<file path="config.mk">
export PLATFORM = sky130hd
export DESIGN_NAME = vecr_command_regs
export DESIGN_NICKNAME = d
export VERILOG_FILES = /design/src/design/vecr_pkg.sv /design/src/design/vecr_scaler.sv /design/src/design/vecr_command_regs.sv
export SDC_FILE = /design/constraint.sdc
export NUM_CORES = 1
export LEC_CHECK = 0
export ABC_AREA = 1
export BUFFER_PORTS_ARGS = -buffer_cell sky130_fd_sc_hd__buf_2
export CORE_UTILIZATION = 41
export DETAILED_ROUTE_END_ITERATION = 8
export GPL_TIMING_DRIVEN = 0
export PLACE_DENSITY_LB_ADDON = 0.1
export SLEW_MARGIN = 15
export SYNTH_ARGS = -nofsm -noshare
export SYNTH_HDL_FRONTEND = slang
export SYNTH_HIERARCHICAL = 1
export SYNTH_SLANG_ARGS = --single-unit
</file>
<file path="constraint.sdc">
create_clock -name clk -period 8.5 [get_ports clk]
set_input_delay 0.425 -clock clk [delete_from_list [all_inputs] [get_ports clk]]
set_output_delay 0.425 -clock clk [all_outputs]
set_load 0.1 [all_outputs]
</file>
<file path="src/design/vecr_pkg.sv">
`default_nettype none
package vecr_pkg;

  // sub-addresses of the write-only command registers
  localparam logic [7:0] CMD0_OFFSET = 8'h02;
  localparam logic [7:0] LUMA_OFFSET = 8'h03;

  // command register zero field positions
  localparam int SYNC_ADD_BIT = 6;
  localparam int FIELD_POL_BIT = 5;
  localparam int TRAP_BIT = 4;
  localparam int BAR_BIT = 3;
  localparam int LEVEL_MSB = 2;
  localparam int LEVEL_LSB = 1;
  localparam int RATIO_BIT = 0;
  localparam int CMD0_W = 7;

  // luma level register field
  localparam int LUMA_CODE_MSB = 3;
  localparam int LUMA_CODE_LSB = 0;

  // reset values
  localparam logic [6:0] CMD0_RESET = 7'h00;
  localparam logic [3:0] LUMA_RESET = 4'h0;

  // deepest legal attenuation code, 68.75 percent
  localparam logic [3:0] LUMA_CODE_MAX = 4'ha;

  // gains are in 1/32 steps
  localparam logic [5:0] GAIN_UNITY = 6'h20;
  localparam int GAIN_SHIFT = 5;

  typedef enum logic [1:0] {
    LVL_100 = 2'b00,
    LVL_75 = 2'b01,
    LVL_50 = 2'b10,
    LVL_25 = 2'b11
  } vecr_level_e;

  function automatic logic [5:0] levelGain(input logic [1:0] lvl);
    unique case (vecr_level_e'(lvl))
      LVL_100: levelGain = 6'h20;
      LVL_75: levelGain = 6'h18;
      LVL_50: levelGain = 6'h10;
      LVL_25: levelGain = 6'h08;
    endcase
  endfunction : levelGain

  // one code is one 1/32 step below unity
  function automatic logic [5:0] lumaGain(input logic [3:0] code);
    lumaGain = GAIN_UNITY - {2'b00, code};
  endfunction : lumaGain

  function automatic logic [3:0] clampCode(input logic [3:0] code);
    clampCode = (code > LUMA_CODE_MAX) ? LUMA_CODE_MAX : code;
  endfunction : clampCode

  // bars in falling luminance: white, yellow, cyan, green, magenta, red, blue, black
  function automatic logic [7:0] barLuma(input logic [2:0] idx);
    unique case (idx)
      3'h0: barLuma = 8'heb;
      3'h1: barLuma = 8'hd2;
      3'h2: barLuma = 8'haa;
      3'h3: barLuma = 8'h91;
      3'h4: barLuma = 8'h6a;
      3'h5: barLuma = 8'h51;
      3'h6: barLuma = 8'h29;
      3'h7: barLuma = 8'h10;
    endcase
  endfunction : barLuma

endpackage : vecr_pkg
`default_nettype wire

</file>
<file path="src/design/vecr_scaler.sv">
`timescale 1ns/10ps
`default_nettype none
module vecr_scaler
  import vecr_pkg::*;
#(
  parameter int DATA_W = 8
) (
  // clock and reset
  input wire logic clk,
  input wire logic rst,
  input wire logic clkEn,
  // sample and gain in 1/32 steps
  input wire logic [DATA_W-1:0] sampleIn,
  input wire logic [5:0] gainIn,
  // scaled sample, registered
  output logic [DATA_W-1:0] sampleOut
);

  logic [DATA_W+5:0] product;
  logic [DATA_W-1:0] sample_ff;

  // truncation rounds down; unity gain passes the sample exactly
  assign product = sampleIn * gainIn;

  always_ff @(posedge clk or posedge rst) begin
    if (rst) begin
      sample_ff <= '0;
    end else if (clkEn) begin
      sample_ff <= product[DATA_W+GAIN_SHIFT-1:GAIN_SHIFT];
    end
  end

  assign sampleOut = sample_ff;

endmodule : vecr_scaler
`default_nettype wire

</file>
<file path="src/design/vecr_command_regs.sv">
`timescale 1ns/10ps
`default_nettype none
module vecr_command_regs
  import vecr_pkg::*;
#(
  parameter logic [8:0] SYNC_LIFT = 9'h040
) (
  // clock, reset, enable
  input wire logic clk,
  input wire logic rst,
  input wire logic clkEn,
  // register write port from host interface
  input wire logic regWrEn,
  input wire logic [7:0] regSubAddr,
  input wire logic [7:0] regWrData,
  // from mode register one
  input wire logic outputFormatSelect,
  // video timing and data
  input wire logic fieldOdd,
  input wire logic compositeSyncLow,
  input wire logic [7:0] lumaIn,
  input wire logic overlayActive,
  input wire logic [7:0] overlayLuma,
  input wire logic [2:0] barIndex,
  input wire logic [7:0] greenIn,
  // video out
  output logic [7:0] lumaOut,
  output logic [8:0] greenOut,
  output logic fieldIndicatorOut,
  // controls to downstream filters
  output logic trapFilterOn,
  output logic chromaRatio411
);

  logic [CMD0_W-1:0] cmd0_ff;
  logic [3:0] lumaCode_ff;
  logic [8:0] greenOut_ff;
  logic fieldOut_ff;
  logic [8:0] nxt_green;
  logic [7:0] srcSample;
  logic [5:0] srcGain;
  logic cmd0Wr;
  logic lumaWr;

  assign cmd0Wr = regWrEn && (regSubAddr == CMD0_OFFSET);
  assign lumaWr = regWrEn && (regSubAddr == LUMA_OFFSET);

  // bit 7 has no function and is dropped
  always_ff @(posedge clk or posedge rst) begin
    if (rst) begin
      cmd0_ff <= CMD0_RESET;
    end else if (clkEn && cmd0Wr) begin
      cmd0_ff <= regWrData[CMD0_W-1:0];
    end
  end

  // stored already clamped so the gain never goes below the deepest step
  always_ff @(posedge clk or posedge rst) begin
    if (rst) begin
      lumaCode_ff <= LUMA_RESET;
    end else if (clkEn && lumaWr) begin
      lumaCode_ff <= clampCode(regWrData[LUMA_CODE_MSB:LUMA_CODE_LSB]);
    end
  end

  // bars beat overlay, overlay beats picture
  always_comb begin
    srcSample = lumaIn;
    srcGain = lumaGain(lumaCode_ff);
    if (cmd0_ff[BAR_BIT]) begin
      srcSample = barLuma(barIndex);
      srcGain = levelGain(cmd0_ff[LEVEL_MSB:LEVEL_LSB]);
    end else if (overlayActive) begin
      srcSample = overlayLuma;
      srcGain = levelGain(cmd0_ff[LEVEL_MSB:LEVEL_LSB]);
    end
  end

  vecr_scaler #(
    .DATA_W(8)
  ) i_vecr_scaler (
    .clk(clk),
    .rst(rst),
    .clkEn(clkEn),
    .sampleIn(srcSample),
    .gainIn(srcGain),
    .sampleOut(lumaOut)
  );

  // sync tip sits at zero, picture is lifted above it
  always_comb begin
    nxt_green = {1'b0, greenIn};
    if (outputFormatSelect && cmd0_ff[SYNC_ADD_BIT]) begin
      nxt_green = compositeSyncLow ? ({1'b0, greenIn} + SYNC_LIFT) : 9'h000;
    end
  end

  always_ff @(posedge clk or posedge rst) begin
    if (rst) begin
      greenOut_ff <= 9'h000;
    end else if (clkEn) begin
      greenOut_ff <= nxt_green;
    end
  end

  // registered to keep the field flag aligned with the scaled luma
  always_ff @(posedge clk or posedge rst) begin
    if (rst) begin
      fieldOut_ff <= 1'b0;
    end else if (clkEn) begin
      fieldOut_ff <= fieldOdd ^ cmd0_ff[FIELD_POL_BIT];
    end
  end

  assign greenOut = greenOut_ff;
  assign fieldIndicatorOut = fieldOut_ff;
  assign trapFilterOn = cmd0_ff[TRAP_BIT];
  assign chromaRatio411 = cmd0_ff[RATIO_BIT];

  AST_SYNC_TIP: assert property (@(posedge clk) disable iff (rst)
    clkEn && outputFormatSelect && cmd0_ff[SYNC_ADD_BIT] && !compositeSyncLow
    |=> greenOut == 9'h000)
    else $error("sync tip not inserted on green");

  AST_SYNC_LIFT: assert property (@(posedge clk) disable iff (rst)
    clkEn && outputFormatSelect && cmd0_ff[SYNC_ADD_BIT] && compositeSyncLow
    |=> greenOut == {1'b0, $past(greenIn)} + SYNC_LIFT)
    else $error("green not lifted above sync");

  AST_NO_SYNC_SVIDEO: assert property (@(posedge clk) disable iff (rst)
    clkEn && !outputFormatSelect |=> greenOut == {1'b0, $past(greenIn)})
    else $error("green altered outside rgb output");

  AST_FIELD_POL: assert property (@(posedge clk) disable iff (rst)
    clkEn && !cmd0_ff[FIELD_POL_BIT] ##1 clkEn && cmd0_ff[FIELD_POL_BIT] && !cmd0Wr
    |=> fieldIndicatorOut !=
      ($past(fieldIndicatorOut) ^ ($past(fieldOdd) != $past(fieldOdd, 2))))
    else $error("field polarity not inverted");

  // flipped polarity: odd shows low, even shows high
  AST_FIELD_INV: assert property (@(posedge clk) disable iff (rst)
    clkEn && cmd0_ff[FIELD_POL_BIT] |=> fieldIndicatorOut == !$past(fieldOdd))
    else $error("field flag not inverted");

  AST_FIELD_ODD_HIGH: assert property (@(posedge clk) disable iff (rst)
    clkEn && !cmd0_ff[FIELD_POL_BIT] && fieldOdd |=> fieldIndicatorOut)
    else $error("odd field not shown high");

  AST_TRAP_WRITE: assert property (@(posedge clk) disable iff (rst)
    clkEn && cmd0Wr |=> trapFilterOn == $past(regWrData[TRAP_BIT]))
    else $error("trap enable did not follow write");

  AST_BAR_FULL: assert property (@(posedge clk) disable iff (rst)
    clkEn && cmd0_ff[BAR_BIT] && cmd0_ff[LEVEL_MSB:LEVEL_LSB] == 2'b00
    |=> lumaOut == barLuma($past(barIndex)))
    else $error("bar level wrong at full scale");

  AST_BAR_QUARTER: assert property (@(posedge clk) disable iff (rst)
    clkEn && cmd0_ff[BAR_BIT] && cmd0_ff[LEVEL_MSB:LEVEL_LSB] == 2'b11
    |=> lumaOut == (barLuma($past(barIndex)) >> 2))
    else $error("bar level wrong at quarter scale");

  AST_OVERLAY_FULL: assert property (@(posedge clk) disable iff (rst)
    clkEn && !cmd0_ff[BAR_BIT] && overlayActive && cmd0_ff[LEVEL_MSB:LEVEL_LSB] == 2'b00
    |=> lumaOut == $past(overlayLuma))
    else $error("overlay level wrong at full scale");

  AST_OVERLAY_HALF: assert property (@(posedge clk) disable iff (rst)
    clkEn && !cmd0_ff[BAR_BIT] && overlayActive && cmd0_ff[LEVEL_MSB:LEVEL_LSB] == 2'b10
    |=> lumaOut == {1'b0, $past(overlayLuma[7:1])})
    else $error("overlay level wrong at half scale");

  AST_RATIO_WRITE: assert property (@(posedge clk) disable iff (rst)
    clkEn && cmd0Wr ##1 !(clkEn && cmd0Wr) |-> chromaRatio411 == $past(regWrData[RATIO_BIT]))
    else $error("sampling ratio did not follow write");

  AST_LUMA_UNITY: assert property (@(posedge clk) disable iff (rst)
    clkEn && !cmd0_ff[BAR_BIT] && !overlayActive && lumaCode_ff == 4'h0
    |=> lumaOut == $past(lumaIn))
    else $error("unity luma code altered picture");

  // deepest step is 22/32; floor keeps the result inside eight bits
  AST_LUMA_DEEPEST: assert property (@(posedge clk) disable iff (rst)
    clkEn && !cmd0_ff[BAR_BIT] && !overlayActive && lumaCode_ff == LUMA_CODE_MAX
    |=> 16'(lumaOut) == ((16'($past(lumaIn)) * 16'h0016) >> 5))
    else $error("deepest luma step wrong");

  // only a taken write may move the filter controls
  AST_CTRL_HOLD: assert property (@(posedge clk) disable iff (rst)
    !(clkEn && cmd0Wr) |=> $stable(trapFilterOn) && $stable(chromaRatio411))
    else $error("filter control moved without a write");

  AST_CODE_RANGE: assert property (@(posedge clk) disable iff (rst)
    lumaCode_ff <= LUMA_CODE_MAX)
    else $error("stored luma code beyond deepest step");

  AST_LUMA_CLAMP: assert property (@(posedge clk) disable iff (rst)
    clkEn && lumaWr && regWrData[LUMA_CODE_MSB:LUMA_CODE_LSB] > LUMA_CODE_MAX
    |=> lumaCode_ff == LUMA_CODE_MAX)
    else $error("luma code not clamped");

  AST_FREEZE: assert property (@(posedge clk) disable iff (rst)
    !clkEn |=> $stable(lumaOut) && $stable(greenOut) && $stable(cmd0_ff)
      && $stable(fieldIndicatorOut) && $stable(lumaCode_ff))
    else $error("state moved with clock enable low");

  COV_BARS: cover property (@(posedge clk) disable iff (rst)
    clkEn && cmd0_ff[BAR_BIT] && barIndex == 3'h7);
  COV_SYNC: cover property (@(posedge clk) disable iff (rst)
    clkEn && outputFormatSelect && cmd0_ff[SYNC_ADD_BIT] && !compositeSyncLow);
  COV_CLAMP: cover property (@(posedge clk) disable iff (rst)
    clkEn && lumaWr && regWrData[LUMA_CODE_MSB:LUMA_CODE_LSB] == 4'hf);
  COV_OVERLAY: cover property (@(posedge clk) disable iff (rst)
    clkEn && !cmd0_ff[BAR_BIT] && overlayActive && cmd0_ff[LEVEL_MSB:LEVEL_LSB] == 2'b01);
  COV_FIELD_INV: cover property (@(posedge clk) disable iff (rst)
    clkEn && cmd0_ff[FIELD_POL_BIT] && fieldOdd);

endmodule : vecr_command_regs
`default_nettype wire

</file>
==> results.txt <==
Max Cap Viol: 0
Clk network pwr share: 23.4%
GPL Wtd Cong: 0.766
Die Height: 89.6 um
CTS Root Cell: clkbuf_8
Comb power frac: 44.0%
Relative slew slack: 43.7%
Via-per-instance ratio: 4.65
Net count, final: 621
Cell Chain, Critical Path: clkbuf_8 > inv_2 > o21ai_0 > o21ai_0 > nand2_1 > inv_1 > fa_1 > fa_1 > inv_1 > fa_1 > inv_1 > ha_1 > a21oi_1 > o21ai_0 > nand2_1 > nand4_1 > nand3_1 > nand2_1
Drc violations: 0
Sequential share of the synthesized area: 23.1%
CTS Buf Count: 5
Cell row count: 31
Mapped cell area: 0.00314 mm^2
Max Freq: 223 MHz
1st-iter DRT viols: 86
WP data required: 8.68 ns
R2R setup slack: 4.01 ns
CTS tree: done
Clk_skew: 0.00591 ns
Initial antenna violation count: 0
Post-cts resize count: 0
Crit start category: flip-flop
Slowest-stage cell, CP: o21ai_0
Syn Area/Cell: 7.05 um^2
First-pass GRT wire length: 11,500 um
#FFs+latches synth: 29
Sw Ratio: 45.6%
Top post-synthesis cells by area: dfrtp_1 (23%), nand2_1 (16%), fa_1 (15%), inv_1 (12%), ha_1 (10%)
Tmin final: 4.49 ns
IO buf count: 68
Top cell type's share of synthesized area: 23.1%
Crit-path max cell delay: 0.66 ns
Post-Synthesis Cells: 446
Die footprint: 0.00802 mm^2
Post-DP HPWL: 5480 um
Buffers & Inverters on Critical Path: 5
GRT Residual Overflow: 0
Design Area, Final: 0.00369 mm^2
Tot GR Track Use: 18.3%
Commonest non-fill, non-tap cells in the layout: nand2_1 (132), inv_1 (101), buf_2 (71)
Ant diodes: 0
CP delay by family, top: adder cells
Class of the worst hold path: input port to async pin
Int Pwr: 0.259 mW
Least-Margin Pin Slew: 0.836 ns
Fillers: 779
Fin. Hold Viols: 0
# Post-CTS Setup Buffers: 0
CTS H-tree depth: 2
Post-synth cell types: 33
Worst Path Arrival: 4.67 ns
CORE AREA: 0.00733 mm^2
Placed cell area: 0.00361 mm^2
Clk slew on worst S/H paths: 0.07 ns
Via Count: 2,889
Leakage Power: 2.34 nW
Area leader, netlist: dfrtp_1
Setup TNS: 0 ns
Post-synthesis net count: 546
Antenna viol nets, final: 0
1st-pass router iterations: 4
DR WL/cell: 10.5 um
DRT Wirelength: 6540 um
Number of global-route vias before repair: 2,820
Final period util: 52.8%
Final setup violation count: 0
Clk_lat worst skew: 0.28 ns
Register share of total power: 32.7%
Die Wd: 89.6 um
CTS Buffer Depth: 2
YS warnings: 6
Slew Limit Fails: 0
Largest net degree at the start of global routing: 22
Hold Buf Count CTS: 0
Initial Utilization: 42.9%
Peak VDD IR: 60.9 uV
Area Growth Syn to Fin: 17.5%
Most common cell after layout, fill and taps aside: nand2_1
IO Count: 71
Share of cells above drive strength 1: 19.2%
Unrepaired setup endpoints after global routing: no
Sw Pwr: 0.218 mW
Kind of critical path: flip-flop to flip-flop
Power Density: 129 mW/mm^2
Critical Path End Type: flip-flop
Clock sink total: 29
Status: complete, no violations
Critical-path maximum fanout: 10
cells by family (layout without fill, tap and decap cells):
| group | count (synthesis) | count (layout) | share of synthesized area [%] |
|---|---|---|---|
| flip-flops | 29 | 29 | 23.1 |
| AO/OA/AOI/OAI | 46 | 46 | 8.04 |
| AND/OR/NAND/NOR | 201 | 201 | 27.6 |
| XOR/XNOR | 7 | 7 | 1.95 |
| buffers and inverters | 114 | 190 | 14.3 |
| adder cells (fa/ha/maj) | 49 | 49 | 25.0 |
stage by stage:
| step | hold WS (ns) | worst slack (ns) | instances | utilization, % | total power [mW] |
|---|---|---|---|---|---|
| 2_1_floorplan | 0.241 | 4.53 | 446 | - | 0.324 |
| 3_3_place_gp | 0.393 | 4.04 | 613 | 49.2 | 0.368 |
| 3_5_place_dp | 0.403 | 3.98 | 613 | 49.2 | 0.370 |
| 4_1_cts | 0.0880 | 3.97 | 621 | 50.4 | 0.485 |
| 5_1_grt | 0.0938 | 3.63 | 621 | 50.4 | 0.512 |
| 6_report | 0.0829 | 4.01 | 621 | 50.4 | 0.477 |
routing by layer:
metal / part of all wire, % / GRT usage (%) / routed length (um)
met1: 46 / 21.3 / 3000
met2: 49 / 33.9 / 3210
met3: 3.5 / 3.47 / 232
met4: 1.5 / 5.92 / 99
met5: 0 / 0 / 0
power by group through the flow:
| stage | Clock [mW] | Combinational [mW] | Sequential, mW |
|---|---|---|---|
| 3_3_place_gp | 0 | 0.210 | 0.158 |
| 5_1_grt | 0.121 | 0.234 | 0.157 |
| 6_report | 0.111 | 0.210 | 0.156 |
| 2_1_floorplan | 0 | 0.0873 | 0.236 |
| 4_1_cts | 0.116 | 0.213 | 0.156 |
| 3_5_place_dp | 0 | 0.212 | 0.158 |
worst register-to-register path: cells and delay by family (launching register included):
| family | cells | cell delay (ns) |
|---|---|---|
| compound gates | 4 | 1.18 |
| fa+ha+maj | 4 | 1.84 |
| simple gates | 5 | 0.48 |
| buf+inv | 5 | 0.48 |
| flops | 1 | 0.41 |
final cells by class:
type | count | area [um^2] | area share (%)
Buffer | 8 | 51.3 | 1.39
Clock inverter | 3 | 17.5 | 0.474
Inverter | 106 | 399 | 10.8
Tap cell | 99 | 124 | 3.35
Timing Repair Buffer | 68 | 340 | 9.21
Clock buffer | 5 | 68.8 | 1.86
Multi-Input combinational cell | 303 | 1970 | 53.3
Sequential cell | 29 | 726 | 19.6
sequential cells by signal, indices dropped and copies added, names as in the netlist:
signal and flops:
lumaCode_ff 4, cmd0_ff 7, i_vecr_scaler/sampleOut 8, fieldIndicatorOut 1, greenOut 9
cells in the mapped netlist (all sizes together):
cell / n
dfrtp: 29
a21o: 1
clkinv: 2
o21bai: 1
xor2: 1
and2: 1
o211ai: 1
a31oi: 1
fa: 23
a21boi: 1
clkbuf: 4
nand4: 1
xnor2: 6
a22oi: 3
inv: 104
buf: 4
o21ai: 25
a21oi: 13
nand2: 140
nand3: 32
nor2: 24
ha: 26
nor3: 3
path summary, 6_finish.rpt:
path,startpoint,endpoint,cells after the start
max in group asynchronous,rst,cmd0_ff[0]$_DFFE_PP0P_,2
min,rst,i_vecr_scaler/sampleOut[7]$_DFFE_PP0P_,2
min reg2reg,cmd0_ff[4]$_DFFE_PP0P_,cmd0_ff[4]$_DFFE_PP0P_,2
max,cmd0_ff[3]$_DFFE_PP0P_,i_vecr_scaler/sampleOut[7]$_DFFE_PP0P_,18
min in group clk,greenIn[4],greenOut[4]$_DFFE_PP0P_,3
max reg2reg,cmd0_ff[3]$_DFFE_PP0P_,i_vecr_scaler/sampleOut[7]$_DFFE_PP0P_,18
No activity file was read; power rests on OpenSTA's default activity.
